### src/include/strap_pkg.sv
// shared constants for the supervisor trap register block
// assumes a 64-bit supervisor word and a 32-bit apb register bus
package strap_pkg;
    localparam int supervisor_word_width = 64;
    localparam int max_instruction_length = 32;
    // apb byte offsets, 64-bit registers take a low and a high word
    localparam logic [7:0] off_counter_user_enable = 8'h00;
    localparam logic [7:0] off_scratch_lo = 8'h04;
    localparam logic [7:0] off_scratch_hi = 8'h08;
    localparam logic [7:0] off_return_pc_lo = 8'h0C;
    localparam logic [7:0] off_return_pc_hi = 8'h10;
    localparam logic [7:0] off_cause_lo = 8'h14;
    localparam logic [7:0] off_cause_hi = 8'h18;
    localparam logic [7:0] off_value_lo = 8'h1C;
    localparam logic [7:0] off_value_hi = 8'h20;
    localparam logic [7:0] off_control = 8'h24;
    // field positions
    localparam int control_align32_bit = 0;
    localparam int control_insn_bits_bit = 1;
    localparam int cause_interrupt_bit = 63;
    localparam int cause_code_width = 6;
    // reset values
    localparam logic [31:0] reset_counter_enable = 32'h0000_0000;
    localparam logic [63:0] reset_word = 64'h0000_0000_0000_0000;
    localparam logic [1:0] reset_control = 2'h0;
    // counters that can be enabled; cleared bits are hardwired to zero
    localparam logic [31:0] counter_implemented = 32'hFFFF_FFFF;
    // exception codes
    localparam logic [5:0] exc_fetch_misaligned = 6'h00;
    localparam logic [5:0] exc_fetch_fault = 6'h01;
    localparam logic [5:0] exc_illegal = 6'h02;
    localparam logic [5:0] exc_breakpoint = 6'h03;
    localparam logic [5:0] exc_load_misaligned = 6'h04;
    localparam logic [5:0] exc_load_fault = 6'h05;
    localparam logic [5:0] exc_store_misaligned = 6'h06;
    localparam logic [5:0] exc_store_fault = 6'h07;
    localparam logic [5:0] exc_user_call = 6'h08;
    localparam logic [5:0] exc_super_call = 6'h09;
    localparam logic [5:0] exc_fetch_page = 6'h0C;
    localparam logic [5:0] exc_load_page = 6'h0D;
    localparam logic [5:0] exc_store_page = 6'h0F;
    // interrupt codes
    localparam logic [5:0] irq_software = 6'h01;
    localparam logic [5:0] irq_timer = 6'h05;
    localparam logic [5:0] irq_external = 6'h09;
endpackage

### src/rtl/supervisor_trap_csrs.sv
// supervisor trap and counter access registers for one hart
// assumes the core presents trap entry as a one-cycle strobe on core_clk,
// and software reaches the registers over apb on the same clock
//
// Functional notes
// - counter-enable is 32 bits: cycle, time, retired, performance counters.
// - user read of a counter with clear enable bit raises illegal instruction.
// - counter-enable always exists; any bit may be hardwired zero.
// - user access needs both supervisor and machine enable bits set.
// - scratch register stores software writes, no hardware side effects.
// - return pc bit 0 reads zero; bits 1:0 zero if only 32-bit alignment.
// - with 32-bit alignment selected, return pc bit 1 masked on read, still writable.
// - return pc holds every valid virtual address.
// - trap entry loads return pc with faulting instruction address; else software only.
// - trap entry writes cause with interrupt flag and code; else software only.
// - cause code holds at least values 0 to 31.
// - interrupt codes: 1 software, 5 timer, 9 external.
// - exception codes 0-9, 12, 13, 15 as listed for each fault.
// - custom and reserved exception codes are stored as given.
// - trap entry writes trap value; else software only.
// - address faults and breakpoints load faulting address; undefined cases load zero.
// - trap value carries faulting portion address; return pc keeps instruction start.
// - without instruction-bits option, illegal instruction loads zero.
// - with option, instruction bits right-justified, upper bits zero.
// - trap value holds all addresses, zero and instruction values.
//
// Decided for this implementation: the address map and the APB interface to the registers.
`timescale 1ns/100ps
module supervisor_trap_csrs (
    input wire logic core_clk,
    input wire logic rst_n,
    // apb slave
    input wire logic psel,
    input wire logic penable,
    input wire logic pwrite,
    input wire logic [7:0] paddr,
    input wire logic [31:0] pwdata,
    input wire logic [3:0] pstrb,
    output logic [31:0] prdata,
    output logic pready,
    output logic pslverr,
    // trap entry from the core
    input wire logic trap_take,
    input wire logic trap_is_interrupt,
    input wire logic [5:0] trap_code,
    input wire logic [63:0] trap_pc,
    input wire logic [63:0] trap_fault_addr,
    input wire logic [31:0] trap_insn,
    input wire logic [1:0] trap_insn_len,
    // counter read check from the core
    input wire logic user_mode,
    input wire logic counter_read,
    input wire logic [4:0] counter_index,
    input wire logic [31:0] machine_counter_enable,
    output logic counter_illegal,
    // implicit read for supervisor return
    output logic [63:0] supervisor_return_pc,
    output logic instruction_alignment
);

    ////////////////////////////////////////////////////////////////
    // state

    logic [31:0] counter_user_enable;
    logic [63:0] supervisor_scratch;
    logic [63:0] trap_return_pc;
    logic [63:0] trap_cause;
    logic [63:0] trap_value;
    logic [1:0] control;
    logic bus_write;
    logic [31:0] next_trap_value_low;
    logic [63:0] next_trap_value;
    logic [63:0] merged_enable;

    // merge a 32-bit apb write into one half of a 64-bit register
    function automatic logic [63:0] merge_half(input logic [63:0] old, input logic hi,
                                               input logic [31:0] data, input logic [3:0] strb);
        logic [63:0] result;
        result = old;
        for (int i = 0; i < 4; i++) begin
            if (strb[i]) begin
                if (hi) begin
                    result[32 + 8 * i +: 8] = data[8 * i +: 8];
                end else begin
                    result[8 * i +: 8] = data[8 * i +: 8];
                end
            end
        end
        return result;
    endfunction

    // apb always answers in the access cycle, no wait states
    assign pready = 1'b1;
    assign bus_write = psel && penable && pwrite;
    assign instruction_alignment = control[strap_pkg::control_align32_bit];
    // counter enable rides in the low half of the merge, upper half is discarded
    assign merged_enable = merge_half({32'h0000_0000, counter_user_enable}, 1'b0, pwdata, pstrb);

    ////////////////////////////////////////////////////////////////
    // counter access check

    // hardwired-zero bits keep their zero whatever is written
    always_ff @(posedge core_clk or negedge rst_n) begin
        if (!rst_n) begin
            counter_user_enable <= strap_pkg::reset_counter_enable;
        end else if (bus_write && paddr == strap_pkg::off_counter_user_enable) begin
            counter_user_enable <= merged_enable[31:0] & strap_pkg::counter_implemented;
        end
    end

    // machine enable gates the check only, never the writability above
    assign counter_illegal = user_mode && counter_read &&
        !(counter_user_enable[counter_index] && machine_counter_enable[counter_index]);

    ////////////////////////////////////////////////////////////////
    // scratch and control

    always_ff @(posedge core_clk or negedge rst_n) begin
        if (!rst_n) begin
            supervisor_scratch <= strap_pkg::reset_word;
        end else if (bus_write && (paddr == strap_pkg::off_scratch_lo || paddr == strap_pkg::off_scratch_hi)) begin
            supervisor_scratch <= merge_half(supervisor_scratch, paddr == strap_pkg::off_scratch_hi,
                                             pwdata, pstrb);
        end
    end

    // bit 0 selects 32-bit alignment, bit 1 enables instruction bits in trap value
    always_ff @(posedge core_clk or negedge rst_n) begin
        if (!rst_n) begin
            control <= strap_pkg::reset_control;
        end else if (bus_write && paddr == strap_pkg::off_control && pstrb[0]) begin
            control <= pwdata[1:0];
        end
    end

    ////////////////////////////////////////////////////////////////
    // trap entry registers; trap entry beats a software write in the same cycle

    always_ff @(posedge core_clk or negedge rst_n) begin
        if (!rst_n) begin
            trap_return_pc <= strap_pkg::reset_word;
        end else if (trap_take) begin
            trap_return_pc <= {trap_pc[63:1], 1'b0};
        end else if (bus_write && (paddr == strap_pkg::off_return_pc_lo || paddr == strap_pkg::off_return_pc_hi)) begin
            // bit 1 stays writable even while it reads masked
            trap_return_pc <= merge_half(trap_return_pc, paddr == strap_pkg::off_return_pc_hi,
                                         pwdata, pstrb) & ~64'h0000_0000_0000_0001;
        end
    end

    // masked read also feeds the implicit read by supervisor return
    assign supervisor_return_pc = {trap_return_pc[63:2],
                                   trap_return_pc[1] & ~instruction_alignment, 1'b0};

    always_ff @(posedge core_clk or negedge rst_n) begin
        if (!rst_n) begin
            trap_cause <= strap_pkg::reset_word;
        end else if (trap_take) begin
            // codes stored as given, reserved and custom alike
            trap_cause <= {trap_is_interrupt, 57'h0, trap_code};
        end else if (bus_write && (paddr == strap_pkg::off_cause_lo || paddr == strap_pkg::off_cause_hi)) begin
            // only the flag and a six-bit code exist; other bits read zero
            trap_cause <= merge_half(trap_cause, paddr == strap_pkg::off_cause_hi, pwdata, pstrb)
                          & 64'h8000_0000_0000_003F;
        end
    end

    // instruction bits, right-justified to the length the core reports
    always_comb begin
        case (trap_insn_len)
            2'h1: next_trap_value_low = {16'h0000, trap_insn[15:0]};
            2'h2: next_trap_value_low = trap_insn;
            default: next_trap_value_low = 32'h0000_0000;
        endcase
    end

    // trap value selection by exception kind
    always_comb begin
        next_trap_value = strap_pkg::reset_word;
        if (!trap_is_interrupt) begin
            case (trap_code)
                strap_pkg::exc_fetch_misaligned, strap_pkg::exc_fetch_fault, strap_pkg::exc_breakpoint,
                strap_pkg::exc_load_misaligned, strap_pkg::exc_load_fault, strap_pkg::exc_store_misaligned,
                strap_pkg::exc_store_fault, strap_pkg::exc_fetch_page, strap_pkg::exc_load_page,
                strap_pkg::exc_store_page: begin
                    next_trap_value = trap_fault_addr;
                end
                strap_pkg::exc_illegal: begin
                    if (control[strap_pkg::control_insn_bits_bit]) begin
                        next_trap_value = {32'h0000_0000, next_trap_value_low};
                    end else begin
                        next_trap_value = strap_pkg::reset_word;
                    end
                end
                default: begin
                    next_trap_value = strap_pkg::reset_word;
                end
            endcase
        end
    end

    always_ff @(posedge core_clk or negedge rst_n) begin
        if (!rst_n) begin
            trap_value <= strap_pkg::reset_word;
        end else if (trap_take) begin
            trap_value <= next_trap_value;
        end else if (bus_write && (paddr == strap_pkg::off_value_lo || paddr == strap_pkg::off_value_hi)) begin
            trap_value <= merge_half(trap_value, paddr == strap_pkg::off_value_hi, pwdata, pstrb);
        end
    end

    ////////////////////////////////////////////////////////////////
    // apb read mux and error

    always_comb begin
        prdata = 32'h0000_0000;
        pslverr = 1'b0;
        if (psel && penable && !pwrite) begin
            case (paddr)
                strap_pkg::off_counter_user_enable: prdata = counter_user_enable;
                strap_pkg::off_scratch_lo: prdata = supervisor_scratch[31:0];
                strap_pkg::off_scratch_hi: prdata = supervisor_scratch[63:32];
                strap_pkg::off_return_pc_lo: prdata = supervisor_return_pc[31:0];
                strap_pkg::off_return_pc_hi: prdata = supervisor_return_pc[63:32];
                strap_pkg::off_cause_lo: prdata = trap_cause[31:0];
                strap_pkg::off_cause_hi: prdata = trap_cause[63:32];
                strap_pkg::off_value_lo: prdata = trap_value[31:0];
                strap_pkg::off_value_hi: prdata = trap_value[63:32];
                strap_pkg::off_control: prdata = {30'h0000_0000, control};
                default: pslverr = 1'b1;
            endcase
        end else if (psel && penable) begin
            case (paddr)
                strap_pkg::off_counter_user_enable, strap_pkg::off_scratch_lo, strap_pkg::off_scratch_hi,
                strap_pkg::off_return_pc_lo, strap_pkg::off_return_pc_hi, strap_pkg::off_cause_lo,
                strap_pkg::off_cause_hi, strap_pkg::off_value_lo, strap_pkg::off_value_hi,
                strap_pkg::off_control: pslverr = 1'b0;
                default: pslverr = 1'b1;
            endcase
        end
    end

endmodule

### config.mk
export PLATFORM = sky130hd
export DESIGN_NAME = supervisor_trap_csrs
export DESIGN_NICKNAME = d
export VERILOG_FILES = /design/src/include/strap_pkg.sv /design/src/rtl/supervisor_trap_csrs.sv
export SDC_FILE = /design/constraint.sdc
export NUM_CORES = 1
export LEC_CHECK = 0
export BUFFER_PORTS_ARGS = -buffer_cell sky130_fd_sc_hd__buf_2
export CORE_ASPECT_RATIO = 1.2
export CORE_MARGIN = 1.5
export CORE_UTILIZATION = 48
export CTS_BUF_LIST = sky130_fd_sc_hd__clkbuf_4 sky130_fd_sc_hd__clkbuf_8 sky130_fd_sc_hd__clkbuf_16
export DETAILED_ROUTE_END_ITERATION = 7
export PLACE_DENSITY_LB_ADDON = 0.2
export SLEW_MARGIN = 10
export SYNTH_ARGS = -nofsm -noshare
export SYNTH_HDL_FRONTEND = slang
export SYNTH_SLANG_ARGS = --single-unit
export TNS_END_PERCENT = 50
### constraint.sdc
create_clock -name core_clk -period 1.44 [get_ports core_clk]
set_input_delay 0.144 -clock core_clk [delete_from_list [all_inputs] [get_ports core_clk]]
set_output_delay 0.144 -clock core_clk [all_outputs]
set_load 0.02 [all_outputs]
==> results.md <==
- Main synth FF type: dfrtp_1
- CTS Buffer Depth: 3
- Filler Cells Inserted: 1,386
- Setup crit start kind: flop
- Slew Limit Fails: 0
- Element type at the critical path end: output pin
- Hold Path Sink: trap_cause[2]
- Worst-Margin Slew: 1058 ps
- TNS Setup: -18,610 ps
- Routability Congestion: 0.8969
- Mean Syn Cell Area: 9.801 sq um
- IO Pins: 358
- Psw: 4.682 mW
- Cell family with most CP delay: compound AO/OA/AOI/OAI gates
- Root Buffer: clkbuf_16
- Vias in the first global route: 14,450
- Area growth, synth to finish: 62.34%
- Total power draw: 16.86 mW
- Post-synthesis sequential area ratio: 47.24%
- Cell Chain, Critical Path: a222oi_1, a21oi_2, buf_6
- WS Path Type: reg -> out
- Initial Util: 49.34%
- Crit path max fanout: 3
- Fmax: 432.6 MHz
- Post-synthesis cell count: 1,254
- Clock skew: 7.597 ps
- Crit path max-delay cell type: a222oi_1
- Share of layout cells above drive strength 1: 46.09%
- TritonCTS Sinks: 232
- RSZ-0062 raised after global routing: true
- # nets final: 2,161
- Pleak: 8.936 nW
- CTS tree: built
- Top cells by area, synth: dfrtp_1 47%, mux2_2 9.3%, a21oi_1 6.6%
- Syn_nets: 1,514
- Drt wl/cell: 24.32 um
- Final Util: 80.10%
- Int Pwr: 12.18 mW
- Sw Share: 27.77%
- DR pass1 iterations: 6
- Clock transition at path regs: 60 ps
- Slew HR: 29.44%
- Total power divided by cell area: 844.9 nW/um^2
- Initial antenna violation count: 5
- Synth Register Bits: 232
- WP buf/inv: 1
- Port bufs: 354
- Initial DRC Count: 1,358
- Final Setup Violations: 60
- Post-synth ARST share: 100.0%
- Place WS: -574.3 ps
- Synth cell types: 53
- Remaining DRCs: 0
- R2R cell count: 9
- Largest net degree at the start of global routing: 46
- Clock network power share: 39.3%
- Period utilization: 160.5%
- CP peak stage delay: 910 ps
- Register-to-Register Setup Slack: -300 ps
- Die W: 149.1 um
- Yosys warnings: 0
- Commonest cells after routing, fill and taps aside: 310 x buf_2, 232 x dfrtp_1, 193 x dlygate4sd3_1
- Core ar.: 24,910 sq um
- Worst hold path type: in -> reg
- Worst r2r dst: trap_value[13]
- Synthesized cell area: 12,290 sq um
- Power share of the sequential group: 43.0%
- Combinational share of power: 17.6%
- Fin cells: 2,247
- Total gr overflow: 0
- GRT Overall Usage: 38.62%
- Max Cap Viol: 0
- Reg-to-reg startpoint: control[1]
- Die area: 26,580 sq um
- Final WL: 54.64 mm
- Failing checks: setup timing
- Placed cells: 1,967
- Hold Path Stages: 4
- Critical path data required time: 1300 ps
- Post-route setup slack: -871.4 ps
- Largest area contributor in the netlist: dfrtp_1
- Global-route wire length before repair: 78.26 mm
- Clock Latency Late Sink: 520 ps
- Post-synth top area share: 47.24%
- Max VDD drop: 0.5955 mV
- Status: complete, but fails checks
- Fin crit period: 2311 ps
- CP Depth: 3
- Most common cell after layout, fill and taps aside: buf_2
- WP data arrival: 2170 ps
- Final hold violation count: 0
- Hpwl dp: 31.97 mm
- Hold Crit Start: trap_code[2]
- Vias/cell: 6.221
- Via count: 13,980
- Std cell rows: 63
- Post-synth EDFFs: 0
- Antenna Nets Post-Route: 0
- H-tree levels: 1
- Die Span Y: 178.3 um
- CTS buffer count: 24
Yosys cell counts, types with 23 or more instances:
cell type  number
nand2_1       152
a21oi_1       161
mux2_2        101
a22oi_1        63
buf_4          74
o21ai_0       132
clkbuf_1       33
nor2b_1        36
a31oi_1        29
nor2_1         23
buf_2          39
a222oi_1       24
dfrtp_1       232
nand3_1        27
power by group through the flow:
stage / registers, mW / clock network, mW / logic, mW
after global routing: 7.29 / 6.89 / 3.18
after CTS: 7.22 / 6.59 / 2.72
after global placement: 7.32 / 0 / 2.21
final: 7.26 / 6.63 / 2.97
after floorplan: 7.21 / 0 / 1.27
after detailed placement: 7.33 / 0 / 2.25
worst min-delay path: cells and delay by family:
kind                   cells  cell delay [ps]
AOI/OAI and AO/OA          2              160
buffers and inverters      2              190
worst max-delay path by stage:
stage,startpoint,slack [ps],end
6_report,counter_user_enable[29],-870,prdata[29]
5_1_grt,counter_user_enable[29],-810,prdata[29]
4_1_cts,counter_user_enable[5],-630,counter_illegal
3_5_place_dp,paddr[0],-570,trap_return_pc[8]
3_3_place_gp,paddr[6],-470,prdata[12]
2_1_floorplan,paddr[3],-160,supervisor_scratch[10]
flip-flops by register name (all words and copies together), names as in the netlist:
signal	cells
supervisor_scratch	64
control	2
trap_return_pc	63
trap_value	64
counter_user_enable	32
trap_cause	7
what timing repair did:
| action | 4_1_cts | 5_1_grt |
|---|---|---|
| hold buffers | 189 | 4 |
| pin swaps | 44 | 52 |
| resized for setup | 130 | 132 |
| endpoints found under the setup margin | 43 | 98 |
| buffers inserted | 25 | 16 |
| gates cloned | 7 | 1 |
| hold endpoints to repair | 456 | 2 |
area by class of cell:
cell class	instances	area (sq um)	area share, %
diodes	6	15.01	0.07525
clock buffers	30	688.2	3.449
clock inverters	11	137.6	0.6898
inverters	4	15.01	0.07525
multi-input cells	866	6554	32.85
flip-flops and latches	232	5806	29.10
well taps	325	406.6	2.038
repair buffers	773	6331	31.73
routing by layer:
metal | wire [um] | global-route usage, %
met5 | 23 | 0
met4 | 3651 | 24.79
met3 | 4665 | 7.801
met2 | 26700 | 63.91
met1 | 19610 | 45.78
logic make-up after synthesis:
family / share of synthesized area, %
and+or+nand+nor: 11.43
muxes: 10.64
buffers and inverters: 7.676
other: 0.06110
AOI/OAI and AO/OA: 22.75
DFF: 47.24
adders and majority gates: 0.2036
stage by stage:
step	hold slack [ps]	cell area, sq um
2_1_floorplan	-151.6	12840
3_3_place_gp	75.18	15770
3_5_place_dp	76.92	15770
4_1_cts	4.461	19310
5_1_grt	40.75	19950
6_report	16.64	19950
Note: power is estimated with default switching activity, not from simulation.
